==> src/shared/rwc_pkg.sv <==
package rwc_pkg;

	// Register byte addresses on the APB
	localparam logic [7:0] RWC_ADDR_RESET_CAUSE = 8'h00;
	localparam logic [7:0] RWC_ADDR_SW_RESET = 8'h04;
	localparam logic [7:0] RWC_ADDR_WDT_CONTROL = 8'h08;
	localparam logic [7:0] RWC_ADDR_UNLOCK = 8'h0c;
	localparam logic [7:0] RWC_ADDR_IRQ_STATUS = 8'h10;
	localparam logic [7:0] RWC_ADDR_IRQ_MASK = 8'h14;

	// Reset-cause flag positions
	localparam int RWC_CAUSE_POR_BIT = 0;
	localparam int RWC_CAUSE_BOR_BIT = 1;
	localparam int RWC_CAUSE_IDLE_BIT = 2;
	localparam int RWC_CAUSE_SLEEP_BIT = 3;
	localparam int RWC_CAUSE_WIDTH = 4;
	localparam logic [3:0] RWC_CAUSE_RESET = 4'h0;

	localparam int RWC_SW_ARM_BIT = 0;

	// Watchdog control layout
	localparam int RWC_WDT_KEY_LSB = 16;
	localparam int RWC_WDT_ON_BIT = 15;
	localparam int RWC_WDT_RUN_PS_LSB = 8;
	localparam int RWC_WDT_CLK_SEL_LSB = 6;
	localparam int RWC_WDT_SLP_PS_LSB = 1;
	localparam int RWC_WDT_WIN_BIT = 0;
	localparam logic [15:0] RWC_WDT_CLEAR_KEY = 16'h5743;
	localparam logic [3:0] RWC_WDT_KEY_STROBE = 4'hc;

	// System unlock words; values are arbitrary
	localparam logic [31:0] RWC_UNLOCK_FIRST = 32'h1c3e_5a70;
	localparam logic [31:0] RWC_UNLOCK_SECOND = 32'he3c1_a58f;

	// Interrupt event positions (status and mask share this layout)
	localparam int RWC_EV_POR = 0;
	localparam int RWC_EV_EXT_CLEAR = 1;
	localparam int RWC_EV_BROWNOUT = 2;
	localparam int RWC_EV_CFG_MISMATCH = 3;
	localparam int RWC_EV_SOFTWARE = 4;
	localparam int RWC_EV_WATCHDOG = 5;
	localparam int RWC_EV_SLEEP_WAKE = 6;
	localparam int RWC_EV_IDLE_WAKE = 7;
	localparam int RWC_EV_COUNT = 8;
	localparam logic [7:0] RWC_IRQ_RESET = 8'h00;

	// Watchdog tick period
	localparam int RWC_CLK_PERIOD_NS = 4;
	localparam int RWC_WDT_TICK_NS = 1000;
	localparam int RWC_WDT_TICK_CYCLES = RWC_WDT_TICK_NS / RWC_CLK_PERIOD_NS;

	typedef struct packed {
		logic fuse_watchdog_enable;
		logic [4:0] run_postscaler_fuse;
		logic [1:0] run_clock_select_fuse;
		logic [4:0] sleep_postscaler_fuse;
		logic window_disable_fuse;
	} rwc_fuse_t;

	typedef enum logic [1:0] {
		RWC_LOCKED,
		RWC_HALF_OPEN,
		RWC_OPEN
	} rwc_unlock_t;

endpackage

==> src/hdl/rwc_reset_watchdog.sv <==
// The address map and register access over APB were chosen for this implementation.
`timescale 1ns/1ps
// How it works
// - All six reset sources combine into one registered master system reset.
// - Leaving Sleep sets the sleep-wake flag, bit 3 of reset causes.
// - Leaving Idle, or Sleep, sets the idle-wake flag, bit 2.
// - A brown-out reset sets bit 1 of reset causes.
// - A power-on reset sets bit 0 of reset causes.
// - Flags stay set until software clears them; clearing precedes new detection.
// - Software-reset arm bit is write-only, cleared by hardware, resets zero.
// - Arming is refused unless the system unlock sequence was completed.
// - Reading the software-reset register while armed fires a system reset.
// - Only a 16-bit write of 0x5743 to the key restarts the watchdog.
// - Control bit 15 enables the watchdog, only while the fuse enable is 0.
// - Bits 12-8 read the run postscaler, loaded from fuses at each reset.
// - Bits 7-6 read the run clock select, loaded from fuses at reset.
// - Bits 5-1 read the sleep postscaler, loaded from fuses at reset.
// - Bit 0 is read/write window enable, reset from the window fuse bit.
// - Bits 14-13 are unimplemented and read zero.
module rwc_reset_watchdog
	import rwc_pkg::*;
#(
	parameter int TICK_CYCLES = RWC_WDT_TICK_CYCLES
)
(
	input wire logic clk,
	input wire logic reset_n,
	input wire logic [7:0] paddr,
	input wire logic psel,
	input wire logic penable,
	input wire logic pwrite,
	input wire logic [31:0] pwdata,
	input wire logic [3:0] pstrb,
	output logic [31:0] prdata,
	output logic pready,
	output logic pslverr,
	input wire rwc_fuse_t watchdog_fuse_word,
	input wire logic power_on_reset,
	input wire logic external_clear_pin_reset,
	input wire logic brownout_reset_req,
	input wire logic config_mismatch_reset,
	input wire logic sleep_active,
	input wire logic idle_active,
	output logic master_system_reset,
	output logic irq
);

	generate
		if (TICK_CYCLES < 1)
		begin : g_bad_tick
			$error("TICK_CYCLES must be at least 1");
		end
	endgenerate

	logic [31:0] prdata_reg;
	logic pready_reg;
	logic pslverr_reg;
	logic [RWC_CAUSE_WIDTH-1:0] cause_reg;
	logic [RWC_CAUSE_WIDTH-1:0] cause_next;
	logic sw_arm_reg;
	logic sw_arm_next;
	logic software_reset_source_reg;
	logic watchdog_reset_source_reg;
	logic master_reg;
	rwc_unlock_t unlock_reg;
	rwc_unlock_t unlock_next;
	logic wdt_on_reg;
	logic [4:0] run_postscaler_copy_reg;
	logic [1:0] watchdog_clock_select_copy_reg;
	logic [4:0] sleep_postscaler_copy_reg;
	logic window_mode_enable_reg;
	logic [31:0] tick_cnt_reg;
	logic [31:0] period_cnt_reg;
	logic [RWC_EV_COUNT-1:0] irq_status_reg;
	logic [RWC_EV_COUNT-1:0] irq_status_next;
	logic [RWC_EV_COUNT-1:0] irq_mask_reg;
	logic irq_reg;
	logic sleep_prev_reg;
	logic idle_prev_reg;

	// APB decode: one wait state, the access is handled on its first cycle
	wire access = psel & penable & ~pready_reg;
	wire wr = access & pwrite;
	wire rd = access & ~pwrite;
	wire hit_cause = paddr == RWC_ADDR_RESET_CAUSE;
	wire hit_sw = paddr == RWC_ADDR_SW_RESET;
	wire hit_wdt = paddr == RWC_ADDR_WDT_CONTROL;
	wire hit_unlock = paddr == RWC_ADDR_UNLOCK;
	wire hit_stat = paddr == RWC_ADDR_IRQ_STATUS;
	wire hit_mask = paddr == RWC_ADDR_IRQ_MASK;
	wire hit_any = hit_cause | hit_sw | hit_wdt | hit_unlock | hit_stat | hit_mask;
	wire wr_cause = wr & hit_cause & pstrb[0];
	wire wr_sw = wr & hit_sw & pstrb[0];
	wire wr_unlock = wr & hit_unlock & (pstrb == 4'hf);
	wire wr_stat = wr & hit_stat & pstrb[0];
	wire wr_mask = wr & hit_mask & pstrb[0];
	wire wr_wdt_hi = wr & hit_wdt & pstrb[1];
	wire wr_wdt_lo = wr & hit_wdt & pstrb[0];

	// Power-state exits
	wire sleep_wake = sleep_prev_reg & ~sleep_active;
	wire idle_wake = idle_prev_reg & ~idle_active;

	// Reset-cause flags: hardware set wins over a software clear in the same cycle
	wire [RWC_CAUSE_WIDTH-1:0] cause_set = {
		sleep_wake,
		sleep_wake | idle_wake,
		brownout_reset_req,
		power_on_reset
	};
	wire [RWC_CAUSE_WIDTH-1:0] cause_kept = wr_cause ? (cause_reg & pwdata[RWC_CAUSE_WIDTH-1:0])
		: cause_reg;
	assign cause_next = cause_kept | cause_set;

	// Software reset trigger
	wire sw_unlocked = unlock_reg == RWC_OPEN;
	wire sw_fire = rd & hit_sw & sw_arm_reg;
	wire sw_arm_write = wr_sw & pwdata[RWC_SW_ARM_BIT] & sw_unlocked;
	assign sw_arm_next = sw_fire ? 1'b0 : (sw_arm_reg | sw_arm_write);

	always_comb
	begin
		unlock_next = unlock_reg;
		if (wr_unlock)
		begin
			unique case (unlock_reg)
				RWC_LOCKED, RWC_OPEN:
				begin
					unlock_next = (pwdata == RWC_UNLOCK_FIRST) ? RWC_HALF_OPEN : RWC_LOCKED;
				end
				RWC_HALF_OPEN:
				begin
					unlock_next = (pwdata == RWC_UNLOCK_SECOND) ? RWC_OPEN : RWC_LOCKED;
				end
			endcase
		end
	end

	// Watchdog
	wire wdt_enabled = watchdog_fuse_word.fuse_watchdog_enable | wdt_on_reg;
	wire key_write = wr & hit_wdt & (pstrb == RWC_WDT_KEY_STROBE)
		& (pwdata[RWC_WDT_KEY_LSB +: 16] == RWC_WDT_CLEAR_KEY);
	wire [4:0] active_ps = sleep_active ? sleep_postscaler_copy_reg : run_postscaler_copy_reg;
	wire [31:0] period_limit = 32'h1 << active_ps;
	wire tick = tick_cnt_reg == 32'(TICK_CYCLES - 1);
	wire window_violation = key_write & wdt_enabled & window_mode_enable_reg
		& (period_cnt_reg < (period_limit >> 1));
	wire wdt_expire = wdt_enabled & tick & (period_cnt_reg == period_limit - 32'h1);
	wire wdt_restart = key_write | ~wdt_enabled | master_reg;

	// Combined reset request
	wire master_next = power_on_reset | external_clear_pin_reset | software_reset_source_reg
		| watchdog_reset_source_reg | brownout_reset_req | config_mismatch_reset;

	// Interrupt events
	wire [RWC_EV_COUNT-1:0] irq_events = {
		idle_wake | sleep_wake,
		sleep_wake,
		watchdog_reset_source_reg,
		software_reset_source_reg,
		config_mismatch_reset,
		brownout_reset_req,
		external_clear_pin_reset,
		power_on_reset
	};

	genvar gi;
	generate
		for (gi = 0; gi < RWC_EV_COUNT; gi++)
		begin : g_irq
			assign irq_status_next[gi] = irq_events[gi]
				| (irq_status_reg[gi] & ~(wr_stat & pwdata[gi]));
		end
	endgenerate

	// Read data
	wire [31:0] wdt_read = {
		16'h0000,
		wdt_on_reg,
		2'b00,
		run_postscaler_copy_reg,
		watchdog_clock_select_copy_reg,
		sleep_postscaler_copy_reg,
		window_mode_enable_reg
	};
	wire [31:0] cause_read = {28'h0000000, cause_reg};
	wire [31:0] stat_read = {24'h000000, irq_status_reg};
	wire [31:0] mask_read = {24'h000000, irq_mask_reg};
	wire [31:0] read_mux = hit_cause ? cause_read
		: hit_wdt ? wdt_read
		: hit_stat ? stat_read
		: hit_mask ? mask_read
		: 32'h0000_0000;

	always_ff @(posedge clk)
	begin
		if (!reset_n)
		begin
			pready_reg <= 1'b0;
			pslverr_reg <= 1'b0;
			prdata_reg <= 32'h0000_0000;
		end
		else
		begin
			pready_reg <= access;
			pslverr_reg <= access & ~hit_any;
			prdata_reg <= rd ? read_mux : 32'h0000_0000;
		end
	end

	always_ff @(posedge clk)
	begin
		if (!reset_n)
		begin
			cause_reg <= RWC_CAUSE_RESET;
		end
		else
		begin
			cause_reg <= cause_next;
		end
	end

	always_ff @(posedge clk)
	begin
		if (!reset_n)
		begin
			sw_arm_reg <= 1'b0;
			unlock_reg <= RWC_LOCKED;
		end
		else
		begin
			sw_arm_reg <= sw_arm_next;
			unlock_reg <= unlock_next;
		end
	end

	// Idle level of both power-state inputs is low, so no false wake after reset
	always_ff @(posedge clk)
	begin
		if (!reset_n)
		begin
			sleep_prev_reg <= 1'b0;
			idle_prev_reg <= 1'b0;
		end
		else
		begin
			sleep_prev_reg <= sleep_active;
			idle_prev_reg <= idle_active;
		end
	end

	always_ff @(posedge clk)
	begin
		if (!reset_n)
		begin
			software_reset_source_reg <= 1'b0;
		end
		else
		begin
			software_reset_source_reg <= sw_fire;
		end
	end

	always_ff @(posedge clk)
	begin
		if (!reset_n)
		begin
			watchdog_reset_source_reg <= 1'b0;
		end
		else
		begin
			watchdog_reset_source_reg <= wdt_expire | window_violation;
		end
	end

	always_ff @(posedge clk)
	begin
		if (!reset_n)
		begin
			master_reg <= 1'b0;
		end
		else
		begin
			master_reg <= master_next;
		end
	end

	// Shadow copies reload from fuses at block reset and at every master reset
	always_ff @(posedge clk)
	begin
		if (!reset_n || master_reg)
		begin
			wdt_on_reg <= 1'b0;
			run_postscaler_copy_reg <= watchdog_fuse_word.run_postscaler_fuse;
			watchdog_clock_select_copy_reg <= watchdog_fuse_word.run_clock_select_fuse;
			sleep_postscaler_copy_reg <= watchdog_fuse_word.sleep_postscaler_fuse;
			window_mode_enable_reg <= watchdog_fuse_word.window_disable_fuse;
		end
		else
		begin
			if (wr_wdt_hi)
			begin
				wdt_on_reg <= pwdata[RWC_WDT_ON_BIT];
			end
			if (wr_wdt_lo)
			begin
				window_mode_enable_reg <= pwdata[RWC_WDT_WIN_BIT];
			end
		end
	end

	always_ff @(posedge clk)
	begin
		if (!reset_n || wdt_restart)
		begin
			tick_cnt_reg <= 32'h0000_0000;
			period_cnt_reg <= 32'h0000_0000;
		end
		else
		begin
			tick_cnt_reg <= tick ? 32'h0000_0000 : tick_cnt_reg + 32'h1;
			if (tick)
			begin
				period_cnt_reg <= wdt_expire ? 32'h0000_0000 : period_cnt_reg + 32'h1;
			end
		end
	end

	always_ff @(posedge clk)
	begin
		if (!reset_n)
		begin
			irq_status_reg <= RWC_IRQ_RESET;
		end
		else
		begin
			irq_status_reg <= irq_status_next;
		end
	end

	always_ff @(posedge clk)
	begin
		if (!reset_n)
		begin
			irq_mask_reg <= RWC_IRQ_RESET;
		end
		else if (wr_mask)
		begin
			irq_mask_reg <= pwdata[RWC_EV_COUNT-1:0];
		end
	end

	always_ff @(posedge clk)
	begin
		if (!reset_n)
		begin
			irq_reg <= 1'b0;
		end
		else
		begin
			irq_reg <= |(irq_status_reg & irq_mask_reg);
		end
	end

	assign prdata = prdata_reg;
	assign pready = pready_reg;
	assign pslverr = pslverr_reg;
	assign master_system_reset = master_reg;
	assign irq = irq_reg;

endmodule

==> config.mk <==
export PLATFORM = sky130hd
export DESIGN_NAME = rwc_reset_watchdog
export DESIGN_NICKNAME = d
export VERILOG_FILES = /design/src/shared/rwc_pkg.sv /design/src/hdl/rwc_reset_watchdog.sv
export SDC_FILE = /design/constraint.sdc
export NUM_CORES = 1
export LEC_CHECK = 0
export BUFFER_PORTS_ARGS = -buffer_cell sky130_fd_sc_hd__buf_2
export CORE_AREA = 2 2 154 156
export DETAILED_ROUTE_END_ITERATION = 8
export DIE_AREA = 0 0 156 158
export SLEW_MARGIN = 20
export SYNTH_ARGS = -nofsm -noshare
export SYNTH_HDL_FRONTEND = slang
export SYNTH_SLANG_ARGS = --single-unit
export TNS_END_PERCENT = 100
==> constraint.sdc <==
create_clock -name clk -period 3.7 [get_ports clk]
set_input_delay 0.74 -clock clk [delete_from_list [all_inputs] [get_ports clk]]
set_output_delay 0.74 -clock clk [all_outputs]
set_load 0.01 [all_outputs]
==> flow_summary.json <==
{
  "min_period_over_period": 0.922,
  "ys_async_sr_fraction": 0,
  "antennaDiodeCount": 0,
  "cts_root_buf": "clkbuf_16",
  "maxCapViolCount": 0,
  "cp_cell_sequence": "nor4bb_1 > o22ai_1 > ha_1 > a21o_1 > a21o_1 > a21o_1 > a21o_1 > a21o_1 > a21o_1 > a21oi_1 > o221ai_1 > o2bb2ai_2",
  "synth_edf_count": 13,
  "finClkSkew_ns": 0.0129,
  "clk_latency_ns": 0.43,
  "endpoint_kind": "register",
  "ys_warn_count": 0,
  "rows": 56,
  "place_congestion": 0.895,
  "grt_max_degree": 34,
  "cpMaxStageDelayCell": "edfxtp_1",
  "grt_pass1_vias": 6676,
  "syn2layout_area_growth_pct": 22.6,
  "ys_seq_elements": 123,
  "design.core.area_um2": 23100,
  "routed_wl_um": 21900,
  "vias": 7167,
  "post-cts-setup-buffers": 0,
  "dp_cells": 1337,
  "drive_above_1_share": 0.222,
  "crit_family": "compound AO/OA/AOI/OAI gates",
  "first_pass_iters": 5,
  "cp.required_ns": 4.05,
  "synth_ff_type": "dfxtp_1",
  "grt_overflow": 0,
  "cp-start-kind": "register",
  "nNetsFinal": 1169,
  "synthCells": 922,
  "crit_buf_inv": 0,
  "n_fill_cell": 2313,
  "syn_area_per_cell_um2": 8.62,
  "numCtsBuffers": 17,
  "die_h_um": 158,
  "vdd_drop_max_mv": 0.325,
  "synth_area_um2": 7950,
  "numClockSinks": 123,
  "drcViolationCount": 0,
  "clk_pin_slew_ns": 0.06,
  "fin_util": 0.423,
  "initial_core_util": 0.345,
  "worst_slew_margin_rel": 0.458,
  "num_io_pins": 105,
  "status": "complete, no violations",
  "antenna_found_initial": 1,
  "tritoncts": "done",
  "port_buffers": 86,
  "slew_viol_final": 0,
  "ys_types": 78,
  "power_mw": 3.63,
  "p_leak_nw": 4.06,
  "die_area_um2": 24600,
  "wire_per_inst_um": 16.0,
  "max_freq_ghz": 0.293,
  "dp_hpwl_um": 17200,
  "cp.arrival_ns": 3.76,
  "die_width_um": 156,
  "ant_nets": 0,
  "cp_max_fo": 12,
  "setup-violations-final": 0,
  "drtIter0Drc": 507,
  "drt-vias-per-instance": 5.24,
  "max-clock-path-buffers": 2,
  "worstSetupPathType": "register to register",
  "cp_common_cell": "a21o_1",
  "fin_crit_ns": 3.41,
  "h-tree-depth": 4,
  "instances_no_fill": 1369,
  "hp-class": "register to register",
  "power_density_nw_per_um2": 372,
  "tightest_slew_ns": 0.806,
  "finalHoldViolations": 0,
  "ys_seq_area_frac": 0.326,
  "ctsHoldBuffers": 0,
  "worst_hold_slack_ns": 0.475,
  "rsz0062_at_grt": "false",
  "cts_resized": 0,
  "max_stage_delay_ns": 0.65,
  "grt_pass1_wl_um": 35100,
  "grt_usage": 0.179
}
==> cells in the final DEF, fill, tap and decap left out, types with 10 or more instances in the layout <==
cell type and n:
dfxtp_1 110, nand4_1 26, edfxtp_1 13, ha_1 33
conb_1 18, buf_2 86, buf_4 77, nand2b_1 10
a21o_1 12, clkbuf_16 17, xor2_1 70, nand2_1 76
a21oi_1 33, and3_1 30, nor3_1 43, inv_1 12
o21ai_0 18, nor2_1 94, nor4_1 17, mux2i_1 23
nand3_1 34, xnor2_1 35
==> where the power goes <==
part           internal [mW]  leakage [nW]  total, mW  switching (mW)
clock network           1.04         0.304       1.74           0.701
logic                  0.224          2.74      0.485           0.261
registers               1.37          1.02       1.40          0.0299
==> synthesized netlist by cell type (all sizes together) (6+ instances only) <==
cell type | number | area [µm²]
a21o | 12 | 90.1
a21oi | 33 | 165
and3 | 30 | 188
and4b | 6 | 60.1
buf | 39 | 264
clkbuf | 20 | 75.1
dfxtp | 110 | 2200
edfxtp | 13 | 390
ha | 34 | 425
inv | 13 | 48.8
mux2 | 6 | 75.1
mux2i | 24 | 244
nand2 | 76 | 285
nand2b | 10 | 62.6
nand3 | 34 | 170
nand4 | 26 | 163
nand4b | 6 | 52.6
nor2 | 94 | 353
nor2b | 8 | 50.1
nor3 | 45 | 235
nor3b | 9 | 77.6
nor4 | 23 | 190
nor4b | 11 | 115
nor4bb | 8 | 80.1
o211ai | 7 | 57.6
o21ai | 19 | 95.1
o22ai | 10 | 75.1
or2 | 12 | 75.1
or3 | 7 | 43.8
or4 | 6 | 45.0
xnor2 | 35 | 307
xor2 | 70 | 613
==> worst paths after layout <==
kind / startpoint / to / slack [ns] / cells after the start
max reg2reg: sleep_postscaler_copy_reg[4] / watchdog_reset_source_reg / 0.29 / 12
max: sleep_postscaler_copy_reg[4] / watchdog_reset_source_reg / 0.29 / 12
min reg2reg: cause_reg[1] / cause_reg[1] / 0.48 / 2
min: cause_reg[1] / cause_reg[1] / 0.48 / 2
==> tightest hold or removal path, cell delays in order, from the launching register on <==
cell     delay, ns
dfxtp_1       0.31
o21ai_0       0.06
a21oi_1       0.06
==> metrics by stage <==
step,setup TNS [ns],worst slack (ns),instance area [µm²]
CTS,0,0.299,9750
finish,0,0.290,9750
global route,0,0.0870,9750
floorplan,0,0.00801,8020
global placement,-0.818,-0.0650,9140
detailed placement,-1.66,-0.100,9140
==> metal layers <==
layer | wire length (µm) | part of all wire | vias up | track usage
met1 | 11300 | 0.52 | 3408 | 0.265
met4 | 223 | 0.010 | 0 | 0.0446
met5 | 0 | 0 | - | 0
met2 | 9400 | 0.43 | 147 | 0.265
met3 | 991 | 0.045 | 17 | 0.0328
li1 | - | - | 3595 | -
==> area by class of cell <==
cell class                      instances  area, µm²  share of cell area
Clock inverter                         14        170              0.0175
Clock buffer                           18        439              0.0451
Sequential cell                       123       2590               0.266
Tap cell                              290        363              0.0372
Multi-Input combinational cell        743       5040               0.517
Inverter                               14       52.6             0.00539
Timing Repair Buffer                  167       1090               0.112
==> logic make-up (layout without fill, tap and decap cells) <==
group	Yosys count	in the layout	synth area share
compound gates	122	122	0.108
xor+xnor	105	105	0.116
fa+ha+maj	34	34	0.0535
buf+inv	73	213	0.0493
flops	123	123	0.326
mux	30	30	0.0402
other cells	1	18	0.000472
simple gates	434	434	0.307
Note: power is estimated with default switching activity, not from simulation.
